===== config.mk =====
export PLATFORM = sky130hd
export DESIGN_NAME = msc_frontend
export DESIGN_NICKNAME = d
export VERILOG_FILES = /design/src/hw/msc_pkg.sv /design/src/hw/msc_frontend.sv
export SDC_FILE = /design/constraint.sdc
export NUM_CORES = 1
export LEC_CHECK = 0
export BUFFER_PORTS_ARGS = -buffer_cell sky130_fd_sc_hd__clkbuf_2
export CORE_MARGIN = 5
export CORE_UTILIZATION = 63
export CTS_CLUSTER_DIAMETER = 120
export DETAILED_ROUTE_END_ITERATION = 10
export MAX_ROUTING_LAYER = met4
export PLACE_DENSITY = 0.8
export SLEW_MARGIN = 40
export SYNTH_ARGS = -nofsm -noshare
export SYNTH_HDL_FRONTEND = slang
export SYNTH_SLANG_ARGS = --single-unit

===== constraint.sdc =====
create_clock -name sys_clk -period 12.5 [get_ports sys_clk]
set_clock_uncertainty 0.1 [all_clocks]
set_input_delay 2.5 -clock sys_clk [delete_from_list [all_inputs] [get_ports sys_clk]]
set_output_delay 2.5 -clock sys_clk [all_outputs]
set_load 0.02 [all_outputs]

===== src/hw/msc_pkg.sv =====
// constants, types and reset state of the motor speed-command front end
// assumes one 10 MHz core clock and a plain address/strobe register port
//
// Overview of operation
// - one of four sources feeds duty command
// - loop on: full command gives full-scale speed
// - loop on: low command held at floor speed
// - loop off: target duty linear, floor clamped
// - command under stop threshold zeroes and stops
// - output settles on target; ramp shapes transients
// - source 00 selects analog level
// - analog: zero, linear, then saturate at full
// - source 01 selects pulse duty
// - pulse mode: command linear in input duty
// - pulse mode: long low input stops motor
// - input band selectable, independent of output
// - source 10 takes host command directly
// - host mode: low input, zero command, sleep
// - host mode: input above exit leaves sleep
// - host mode: high input, zero command, standby
// - source 11 selects input frequency
// - frequency above full scale saturates command
// - frequency mode: long low input stops motor
// - nonzero target starts motor, zero keeps idle
package msc_pkg;

  localparam int         DUTY_W    = 10;
  localparam logic [9:0] DUTY_FULL = 10'h3ff;

  // register byte addresses
  localparam logic [7:0] A_CTRL   = 8'h00;
  localparam logic [7:0] A_HOST   = 8'h04;
  localparam logic [7:0] A_LIMIT  = 8'h08;
  localparam logic [7:0] A_MAXSPD = 8'h0c;
  localparam logic [7:0] A_ANALOG = 8'h10;
  localparam logic [7:0] A_FSPER  = 8'h14;
  localparam logic [7:0] A_STATUS = 8'h18;

  // field positions
  localparam int CTRL_SRC   = 0;
  localparam int CTRL_LOOP  = 2;
  localparam int CTRL_BAND  = 3;
  localparam int CTRL_SURGE = 5;
  localparam int CTRL_ACC   = 8;
  localparam int LIM_MIN    = 0;
  localparam int LIM_STOP   = 16;
  localparam int ANA_STOP   = 0;
  localparam int ANA_FS     = 16;
  localparam int ST_RUN     = 10;
  localparam int ST_SLEEP   = 11;
  localparam int ST_STBY    = 12;
  localparam int ST_IDLE    = 13;
  localparam int ST_SPEED   = 16;

  // reset values
  localparam logic [9:0]  RST_MIN    = 10'h033;
  localparam logic [9:0]  RST_STOP   = 10'h01a;
  localparam logic [15:0] RST_MAXSPD = 16'h03e8;
  localparam logic [11:0] RST_ASTOP  = 12'h0ff;
  localparam logic [11:0] RST_AFS    = 12'hf00;
  localparam logic [15:0] RST_FSPER  = 16'h00c8;
  localparam logic [3:0]  RST_ACC    = 4'h1;

  // timing
  localparam int CLK_HZ         = 10_000_000;
  localparam int PULSE_IDLE_MS  = 10;
  localparam int FREQ_IDLE_MS   = 10;
  localparam int SLEEP_DELAY_MS = 20;
  localparam int RAMP_US        = 100;
  localparam int PULSE_IDLE_CYC = PULSE_IDLE_MS * (CLK_HZ / 1000);
  localparam int FREQ_IDLE_CYC  = FREQ_IDLE_MS * (CLK_HZ / 1000);
  localparam int SLEEP_CYC      = SLEEP_DELAY_MS * (CLK_HZ / 1000);
  localparam int RAMP_CYC       = RAMP_US * (CLK_HZ / 1_000_000);

  typedef enum logic [1:0] {
    SRC_ANALOG = 2'b00,
    SRC_PULSE  = 2'b01,
    SRC_HOST   = 2'b10,
    SRC_FREQ   = 2'b11
  } msc_src_t;

  typedef enum logic [1:0] {
    PWR_STANDBY = 2'b00,
    PWR_SLEEP   = 2'b01,
    PWR_RUN     = 2'b10
  } msc_pwr_t;

  typedef struct packed {
    logic [15:0] speed_ref;
    logic [9:0]  target_duty;
    logic [9:0]  duty_out;
    logic        running;
    logic        sleep;
    logic        standby;
  } msc_out_t;

  typedef struct packed {
    logic [1:0]  pin_s;
    logic [1:0]  ent_s;
    logic [1:0]  ext_s;
    logic        pin_q;
    msc_src_t    src;
    logic        loop_en;
    logic [1:0]  band;
    logic        surge_en;
    logic [3:0]  acc;
    logic [9:0]  host_cmd;
    logic [9:0]  min_duty;
    logic [9:0]  stop_thr;
    logic [15:0] max_speed;
    logic [11:0] ana_stop;
    logic [11:0] ana_fs;
    logic [15:0] fs_per;
    logic [31:0] rdata;
    logic [5:0]  pre;
    logic [15:0] per_cnt;
    logic [15:0] hi_cnt;
    logic [19:0] idle_cnt;
    logic        idle;
    logic        busy;
    msc_src_t    div_src;
    logic [3:0]  div_n;
    logic [16:0] rem;
    logic [15:0] den;
    logic [9:0]  quo;
    logic [9:0]  duty_cmd;
    logic [19:0] sleep_cnt;
    msc_pwr_t    pwr;
    logic [9:0]  ramp_cnt;
    msc_out_t    o;
  } msc_state_t;

  localparam msc_state_t ST_RST = '{
    src: SRC_ANALOG, div_src: SRC_ANALOG, pwr: PWR_STANDBY,
    min_duty: RST_MIN, stop_thr: RST_STOP, max_speed: RST_MAXSPD,
    ana_stop: RST_ASTOP, ana_fs: RST_AFS, fs_per: RST_FSPER,
    acc: RST_ACC, o: '{standby: 1'b1, default: '0}, default: '0};

endpackage


===== src/hw/msc_frontend.sv =====
// speed-command front end: source select, measurement, duty mapping,
// output ramp and sleep/standby control
// assumes speed pin and level comparators are asynchronous; adc word
// and register port are synchronous to sys_clk
`timescale 1ns/1ps
module msc_frontend
  import msc_pkg::*;
#(
  parameter int PULSE_IDLE = PULSE_IDLE_CYC,
  parameter int FREQ_IDLE  = FREQ_IDLE_CYC,
  parameter int SLEEP_DLY  = SLEEP_CYC
) (
  input  wire logic        sys_clk,
  input  wire logic        rstn,
  input  wire logic [7:0]  reg_addr,
  input  wire logic [31:0] reg_wdata,
  input  wire logic        reg_wr,
  input  wire logic        reg_rd,
  output      logic [31:0] reg_rdata,
  input  wire logic        speed_pin,
  input  wire logic        speed_below_entry,
  input  wire logic        speed_above_exit,
  input  wire logic [11:0] adc_level,
  input  wire logic        adc_valid,
  output      msc_out_t    cmd_out
);

  ////////////////////////////////////////////////////////////////////////
  // reset release through two flops
  logic [1:0] rst_sync;
  logic       rst_n;

  always_ff @(posedge sys_clk or negedge rstn) begin
    if (!rstn) begin
      rst_sync <= 2'b00;
    end else begin
      rst_sync <= {rst_sync[0], 1'b1};
    end
  end
  assign rst_n = rst_sync[1];

  ////////////////////////////////////////////////////////////////////////
  // shared helpers
  function automatic logic [15:0] scale_speed(logic [9:0] d,
                                              logic [15:0] m);
    logic [25:0] p;
    p = 26'(d) * 26'(m);
    return (d == DUTY_FULL) ? m : p[25:10];
  endfunction

  // prescale mask per input band; wider bands tick less often and shrink the period count
  function automatic logic [5:0] band_mask(logic [1:0] b);
    case (b)
      2'b00:   band_mask = 6'h00;
      2'b01:   band_mask = 6'h03;
      2'b10:   band_mask = 6'h0f;
      default: band_mask = 6'h3f;
    endcase
  endfunction

  msc_state_t st;
  msc_state_t next_st;

  logic        tick;
  logic        rise;
  logic        meas_mode;
  logic [19:0] idle_lim;
  logic [9:0]  clamped;
  logic [16:0] shifted;
  logic [9:0]  diff;
  logic [9:0]  step;
  logic [9:0]  ramp_goal;

  ////////////////////////////////////////////////////////////////////////
  // all next-state logic
  always_comb begin
    next_st   = st;
    clamped   = '0;
    shifted   = '0;
    diff      = '0;
    step      = '0;
    ramp_goal = '0;

    // two-flop synchronisers for every pin-derived level
    next_st.pin_s = {st.pin_s[0], speed_pin};
    next_st.ent_s = {st.ent_s[0], speed_below_entry};
    next_st.ext_s = {st.ext_s[0], speed_above_exit};
    next_st.pin_q = st.pin_s[1];

    // register writes; unmapped addresses are ignored
    if (reg_wr) begin
      case (reg_addr)
        A_CTRL: begin
          next_st.src      = msc_src_t'(reg_wdata[CTRL_SRC +: 2]);
          next_st.loop_en  = reg_wdata[CTRL_LOOP];
          next_st.band     = reg_wdata[CTRL_BAND +: 2];
          next_st.surge_en = reg_wdata[CTRL_SURGE];
          next_st.acc      = reg_wdata[CTRL_ACC +: 4];
        end
        A_HOST:   next_st.host_cmd  = reg_wdata[9:0];
        A_LIMIT: begin
          next_st.min_duty = reg_wdata[LIM_MIN +: 10];
          next_st.stop_thr = reg_wdata[LIM_STOP +: 10];
        end
        A_MAXSPD: next_st.max_speed = reg_wdata[15:0];
        A_ANALOG: begin
          next_st.ana_stop = reg_wdata[ANA_STOP +: 12];
          next_st.ana_fs   = reg_wdata[ANA_FS +: 12];
        end
        A_FSPER:  next_st.fs_per    = reg_wdata[15:0];
        default:  next_st.fs_per    = st.fs_per;
      endcase
    end

    // read data stands one cycle after the strobe, zero elsewhere
    next_st.rdata = '0;
    if (reg_rd) begin
      case (reg_addr)
        A_CTRL: next_st.rdata = {20'h0, st.acc, 2'b00, st.surge_en,
                                 st.band, st.loop_en, st.src};
        A_HOST:   next_st.rdata = {22'h0, st.host_cmd};
        A_LIMIT:  next_st.rdata = {6'h0, st.stop_thr, 6'h0, st.min_duty};
        A_MAXSPD: next_st.rdata = {16'h0, st.max_speed};
        A_ANALOG: next_st.rdata = {4'h0, st.ana_fs, 4'h0, st.ana_stop};
        A_FSPER:  next_st.rdata = {16'h0, st.fs_per};
        A_STATUS: next_st.rdata = {st.o.speed_ref, 2'b00, st.idle,
                                   st.o.standby, st.o.sleep,
                                   st.o.running, st.duty_cmd};
        default:  next_st.rdata = '0;
      endcase
    end

    // band prescaler: one-cycle enable that paces the period counters
    next_st.pre = st.pre + 6'h01;
    tick = (st.pre & band_mask(st.band)) == 6'h00;
    rise = st.pin_s[1] & ~st.pin_q;
    meas_mode = (st.src == SRC_PULSE) || (st.src == SRC_FREQ);

    if (tick) begin
      if (st.per_cnt != 16'hffff) begin
        next_st.per_cnt = st.per_cnt + 16'h0001;
      end
      if (st.pin_s[1] && st.hi_cnt != 16'hffff) begin
        next_st.hi_cnt = st.hi_cnt + 16'h0001;
      end
    end

    // low-level watchdog on the speed input
    idle_lim = (st.src == SRC_PULSE) ? 20'(PULSE_IDLE) : 20'(FREQ_IDLE);
    if (st.pin_s[1]) begin
      next_st.idle_cnt = '0;
    end else if (st.idle_cnt != 20'hfffff) begin
      next_st.idle_cnt = st.idle_cnt + 20'h00001;
    end
    next_st.idle = meas_mode && (st.idle_cnt >= idle_lim);

    // a completed period starts one division or sets a full command directly; an overflowed or busy
    // period is dropped and the old command is held
    // the rise cycle opens the new period, so its own tick counts there;
    // dropping it would shave one tick off every measured period
    if (rise) begin
      next_st.per_cnt = {15'h0, tick};
      next_st.hi_cnt  = {15'h0, tick};
      if (meas_mode && !st.busy && st.per_cnt != 16'h0000 &&
          st.per_cnt != 16'hffff) begin
        if (st.src == SRC_PULSE) begin
          if (st.hi_cnt >= st.per_cnt) begin
            next_st.duty_cmd = DUTY_FULL;
          end else begin
            next_st.busy = 1'b1;
            next_st.rem  = {1'b0, st.hi_cnt};
            next_st.den  = st.per_cnt;
          end
        end else if (st.per_cnt <= st.fs_per) begin
          next_st.duty_cmd = DUTY_FULL;
        end else begin
          next_st.busy = 1'b1;
          next_st.rem  = {1'b0, st.fs_per};
          next_st.den  = st.per_cnt;
        end
        next_st.div_src = st.src;
        next_st.div_n   = '0;
        next_st.quo     = '0;
      end
    end

    // analog sample: zero, linear span, then saturate
    if (st.src == SRC_ANALOG && adc_valid && !st.busy) begin
      if (adc_level <= st.ana_stop) begin
        next_st.duty_cmd = '0;
      end else if (adc_level >= st.ana_fs) begin
        next_st.duty_cmd = DUTY_FULL;
      end else begin
        next_st.busy    = 1'b1;
        next_st.rem     = {5'h0, adc_level - st.ana_stop};
        next_st.den     = {4'h0, st.ana_fs - st.ana_stop};
        next_st.div_src = SRC_ANALOG;
        next_st.div_n   = '0;
        next_st.quo     = '0;
      end
    end

    // serial fraction divider, ten result bits, one bit per cycle;
    // slower than a combinational divider but far smaller
    if (st.busy) begin
      shifted = {st.rem[15:0], 1'b0};
      if (shifted >= {1'b0, st.den}) begin
        next_st.rem = shifted - {1'b0, st.den};
        next_st.quo = {st.quo[8:0], 1'b1};
      end else begin
        next_st.rem = shifted;
        next_st.quo = {st.quo[8:0], 1'b0};
      end
      next_st.div_n = st.div_n + 4'h1;
      if (st.div_n == 4'h9) begin
        next_st.busy = 1'b0;
        if (st.div_src == st.src) begin
          next_st.duty_cmd = next_st.quo;
        end
      end
    end

    // host command goes straight through; idle input forces a stop
    if (st.src == SRC_HOST) begin
      next_st.duty_cmd = st.host_cmd;
    end else if (st.idle) begin
      next_st.duty_cmd = '0;
    end

    // map duty command onto speed reference or target duty
    clamped = (st.duty_cmd < st.min_duty) ? st.min_duty : st.duty_cmd;
    if (st.duty_cmd < st.stop_thr) begin
      next_st.o.target_duty = '0;
      next_st.o.speed_ref   = '0;
    end else begin
      next_st.o.target_duty = clamped;
      next_st.o.speed_ref   = st.loop_en ?
                              scale_speed(clamped, st.max_speed) :
                              16'h0000;
    end

    // sleep delay counts only with host mode, zero command, low input
    if (st.src == SRC_HOST && st.host_cmd == 10'h000 && st.ent_s[1]) begin
      if (st.sleep_cnt != 20'hfffff) begin
        next_st.sleep_cnt = st.sleep_cnt + 20'h00001;
      end
    end else begin
      next_st.sleep_cnt = '0;
    end

    // power state: a nonzero target wakes the motor start sequence
    case (st.pwr)
      PWR_RUN: begin
        if (st.o.target_duty == 10'h000) begin
          next_st.pwr = PWR_STANDBY;
        end
      end
      PWR_STANDBY: begin
        if (st.o.target_duty != 10'h000) begin
          next_st.pwr = PWR_RUN;
        end else if (st.sleep_cnt >= 20'(SLEEP_DLY)) begin
          next_st.pwr = PWR_SLEEP;
        end
      end
      PWR_SLEEP: begin
        if (st.o.target_duty != 10'h000) begin
          next_st.pwr = PWR_RUN;
        end else if (st.ext_s[1]) begin
          next_st.pwr = PWR_STANDBY;
        end
      end
      default: next_st.pwr = PWR_STANDBY;
    endcase
    next_st.o.running = next_st.pwr == PWR_RUN;
    next_st.o.sleep   = next_st.pwr == PWR_SLEEP;
    next_st.o.standby = next_st.pwr == PWR_STANDBY;

    // output ramp: steady value is the target, slope set by acc;
    // surge guard slows falls so braking energy stays small
    ramp_goal = (st.pwr == PWR_RUN) ? st.o.target_duty : 10'h000;
    if (st.ramp_cnt >= 10'(RAMP_CYC - 1)) begin
      next_st.ramp_cnt = '0;
      if (st.o.duty_out < ramp_goal) begin
        diff = ramp_goal - st.o.duty_out;
        step = (diff < {6'h0, st.acc}) ? diff : {6'h0, st.acc};
        next_st.o.duty_out = st.o.duty_out + step;
      end else if (st.o.duty_out > ramp_goal) begin
        diff = st.o.duty_out - ramp_goal;
        step = st.surge_en ? 10'h001 : {6'h0, st.acc};
        step = (diff < step) ? diff : step;
        next_st.o.duty_out = st.o.duty_out - step;
      end
    end else begin
      next_st.ramp_cnt = st.ramp_cnt + 10'h001;
    end
  end

  ////////////////////////////////////////////////////////////////////////
  // state register
  always_ff @(posedge sys_clk or negedge rst_n) begin
    if (!rst_n) begin
      st <= ST_RST;
    end else begin
      st <= next_st;
    end
  end

  assign reg_rdata = st.rdata;
  assign cmd_out   = st.o;
endmodule


==> Yosys cells after proc, flatten, opt, wreduce, memory -nomap -nowiden <==
Index checks and enable logic that the tools add are counted.
{ "totals": {"regBits": 327, "input_bits": 60, "output_inout_bits": 71, "word_cells": 183} }
{ "classes": {"addsub": 14, "mul": 1, "magnitude_cmp": 14, "n_eq_ne": 23, "n_mux": 54, "bitwise": 3, "reduce_logical": 35} }
{ "ops": {"columns": ["operator", "n"], "rows": [
  ["32-bit one-hot mux with 7 select lines", 1],
  ["60-bit 2-to-1 mux", 3],
  ["10-bit 2-to-1 mux", 16],
  ["20-bit 2-to-1 mux", 5],
  ["50-bit 2-to-1 mux", 2],
  ["33-bit 2-to-1 mux", 3],
  ["32-bit 2-to-1 mux", 3],
  ["16-bit 2-to-1 mux", 4],
  ["20-bit by 1-bit adder with 20-bit output, second input constant", 2],
  ["20-bit inequality test, second input constant", 2],
  ["16-bit by 1-bit adder with 16-bit output, second input constant", 2],
  ["16-bit inequality test, second input constant", 2],
  ["10-bit less-than comparator", 3],
  ["10-bit subtractor", 3],
  ["10-bit by 16-bit multiplier with 26-bit output", 1],
  ["26-bit 2-to-1 mux", 1],
  ["8-bit by 5-bit == test with 1-bit output, second input constant", 3],
  ["12-bit subtractor", 2],
  ["21-bit 2-to-1 mux", 1],
  ["20-bit by 17-bit >= comparator with 1-bit output, second input constant", 1],
  ["20-bit by 18-bit >= comparator with 1-bit output, second input constant", 1],
  ["10-bit zero test", 2],
  ["10-bit by 4-bit less-than comparator with 1-bit output", 2],
  ["6-bit one-hot mux with 3 select lines", 1],
  ["other kinds (38)", 78]
]} }

==> Logic depth before layout (Yosys ltp) <==
{ "logic_depth": {"depth_word": 15, "depth_mapped": 31, "ltp_nobuf": 29} }

==> Worst setup path after synthesis <==
OpenSTA, ideal clock, no wires.
{ "synth_timing": {"kind": "reg2reg", "startpoint": "register st[292] (netlist name)", "endpoint": "register st, in the netlist cmd_out[37]", "setup_ps": 96, "arrival_time_ps": 6916, "required_time_ps": 12304, "path_slack_ps": 5389, "stages_incl_launch_ff": 30, "synth_period_minus_slack_ps": 7111, "path_cell_list": "dfstp_2 inv_1 ha_1 a21oi_1 nand2_1 a31oi_1 nand2_1 clkbuf_1 clkbuf_1 o21ai_1 clkbuf_1 nand2_1 fa_1 inv_1 fa_1 fa_1 fa_1 inv_1 fa_1 inv_1 ha_1 a21o_1 o21bai_1 a21oi_1 nor2_1 o211ai_1 nand2_1 a41o_1 a31o_2 o31ai_1"} }
{ "synth_rtl": {"columns": ["element", "line", "source"], "rows": [
  ["start: declaration", "msc_frontend.sv:61", "msc_state_t st;"],
  ["start signal: assignment", "msc_frontend.sv:304", "st <= next_st;"]
]} }

==> run metrics <==
Max Root-Sink Buffers 3; Slew Limit Fails 0; total track usage 33.03%; final net count 3096; Die Y ~210 um; clk slew on worst S/H paths 0.06 ns; core region area 0.03955 sq mm; CP max stage cell dfstp_2; minimum clock period just under 8 ns; pwr/cell area 156.1 mW/mm^2; fin crit share 63.68%; DRC 0; CP delay by family, top adder cells; max_cap viols 0; vias per inst about 6.3; Max Clk Rate roughly 0.13 GHz; Die X 209.5 um; drt wl/cell 21.59 um; HP Class reg2async; via count between 20k and 25k; final WL roughly 71 mm; Commonest cells post-synth dfrtp_1, inv_1, nand2_1; Pwr Total between 4 and 5 mW; most common cell in the netlist dfrtp_1; Mapped Avg Cell Area 9.266 sq um; synth-to-layout area growth 7.737%; FFs w/ async S/R, synth 100.0%; antenna violations before repair 2; reg2reg start st[292]$_DFFE_PN1P_; Die ar. 0.04391 sq mm; EDFF count, synth 0; Yosys top cell area share around 29%; CTS-repair resized insts 0; clock latency on the worst-skew pair 0.56 ns; Finish-stage setup viols 0; Register-to-Register Path Depth 26; Synth Register Bits 325; Post-Syn Nets 3088; Congestion Overflow GR 0; Initial DRC Count 2199; share of layout cells above drive strength 1 13.60%; Seq/Total Area, Yosys 32.57%; Buf/Inv on CP 3; CP Class reg2reg; Arr. time, crit path between 8 and 9 ns; startpoint class of the critical path flop; Slew headroom between 40 and 50%; top cells by area, synth dfrtp_1, ha_1, fa_1; FP Rows 73; Routed Antenna Nets 0; largest net degree at the start of global routing 102; vias in the first global route 20.34k; dpl hpwl 53.31 mm; I/O pins around 130; initial core utilization 63.42%; worst endpoint required time 12.83 ns; Final Hold Fails 0; most frequent CP cell fa_1; worst-path fanout max 22; Mapped Cells 2707; reg2reg end cmd_out[37]$_DFF_PN0_; clk root buf clkbuf_16; CP Launch Point st[292]$_DFFE_PN1P_; Post-Route Hold Slack 0.1830 ns; H-tree level count 2; reg2reg setup slack 4.54 ns; first-pass GRT wire length ~110 mm; CTS tree yes; commonest register cell after synthesis dfrtp_1; DRT Pass-1 Iters 6; GP Congestion 0.9703; hold buffer count at CTS 0; Crit. End Element flop; Inserted Clock Buffers 37; Synth warnings 0; post-CTS setup buffers 0; RSZ-0062 raised after global routing no; cell taking the most area after synthesis dfrtp_1; Synth cell types 80; Static Leak 13.11 nW; Largest stage delay, worst path 0.56 ns; setup TNS 0 ns; Least-Margin Pin Slew 0.7881 ns; VDD IR max ~110 uV; outcome finished, final reports clean; clk sinks ~330; Cell Area, Synth roughly 0.025 sq mm; PortBufs 126
## cell families (layout without fill, tap and decap cells)
logic type,count (synthesis),in the layout,share of synthesized area (%)
fa+ha+maj,321,321,19.45
simple gates,852,852,16.27
xor+xnor,129,129,4.504
flops,325,325,32.57
mux,134,134,5.991
other cells,1,5,0.01495
buf+inv,442,478,7.826
compound gates,503,503,13.37
## stage by stage
stage	area, sq um	util (%)	setup slack [ns]	cells
after floorplan	25080	-	2.724	2707
after global placement	25590	64.70	4.641	3198
after detailed placement	25700	64.97	4.573	3201
after CTS	26990	68.25	4.556	3268
after global routing	27020	68.32	4.099	3270
final	27020	68.33	4.540	3272
## per-layer routing
metal | global-route usage (%) | up-vias | wire length [um]
li1 | - | 9242 | -
met1 | 45.18 | 10150 | 29620
met2 | 50.13 | 897 | 32410
met3 | 6.278 | 181 | 6077
met4 | 11.16 | 0 | 2533
met5 | - | - | 0
## state kept, by name, summed over array words and instances (netlist names)
signal     count
rst_sync       2
next_st        4
cmd_out       39
reg_rdata     32
st           248
## worst max path at each step
stage,cells after the start,slack (ns),end
after floorplan,0,2.72,cmd_out[10]$_DFFE_PN0P_
after global placement,26,4.64,cmd_out[37]$_DFF_PN0_
after detailed placement,26,4.57,cmd_out[37]$_DFF_PN0_
after CTS,26,4.56,cmd_out[37]$_DFF_PN0_
after global routing,25,4.10,cmd_out[29]$_DFF_PN0_
final,26,4.54,cmd_out[37]$_DFF_PN0_
## placed cells by master (no fill, tap or decap), types with 8 or more instances in the layout
| cell type | netlist | final |
|---|---|---|
| dfrtp_1 | 295 | 293 |
| a22o_1 | 9 | 9 |
| inv_1 | 263 | 263 |
| o22ai_1 | 10 | 10 |
| and2_1 | 60 | 60 |
| clkbuf_8 | 0 | 11 |
| nand3_1 | 69 | 69 |
| a21o_1 | 41 | 41 |
| nor2_1 | 209 | 208 |
| dfstp_2 | 30 | 30 |
| a21boi_0 | 10 | 10 |
| nand4_1 | 38 | 38 |
| nor3_1 | 44 | 42 |
| a2111oi_0 | 9 | 9 |
| nor4_1 | 21 | 21 |
| a211oi_1 | 10 | 10 |
| o21ai_0 | 121 | 121 |
| clkbuf_16 | 0 | 37 |
| xnor2_1 | 68 | 68 |
| o21a_1 | 25 | 25 |
| or3_1 | 12 | 12 |
| and3_1 | 24 | 24 |
| ha_1 | 206 | 206 |
| nor2b_1 | 53 | 52 |
| clkbuf_2 | 0 | 126 |
| fa_1 | 115 | 115 |
| a31oi_1 | 27 | 27 |
| nand2b_1 | 27 | 27 |
| a21oi_1 | 91 | 90 |
| o221ai_1 | 12 | 12 |
| o211ai_1 | 9 | 9 |
| mux2_2 | 89 | 89 |
| a22oi_1 | 37 | 37 |
| buf_4 | 72 | 17 |
| o21bai_1 | 9 | 8 |
| xor2_1 | 61 | 61 |
| a221oi_1 | 8 | 8 |
| nand2_1 | 261 | 258 |
| mux2i_1 | 41 | 41 |
## cell type report
| class | count | area [sq um] |
|---|---|---|
| flip-flops and latches | 325 | 8175 |
| diodes | 4 | 10.01 |
| multi-input cells | 1940 | 15040 |
| well taps | 525 | 656.9 |
| clock buffers | 52 | 1082 |
| fillers | 3061 | 12520 |
| inverters | 263 | 987.2 |
| clock inverters | 15 | 214.0 |
| repair buffers | 148 | 854.6 |
## power breakdown
group	internal, mW	leakage, nW	switching [mW]
sequential	1.19	4.15	0.196
combinational	0.676	8.32	1.00
clock	0.692	0.633	0.461
Power figures use the tool's default switching activity.
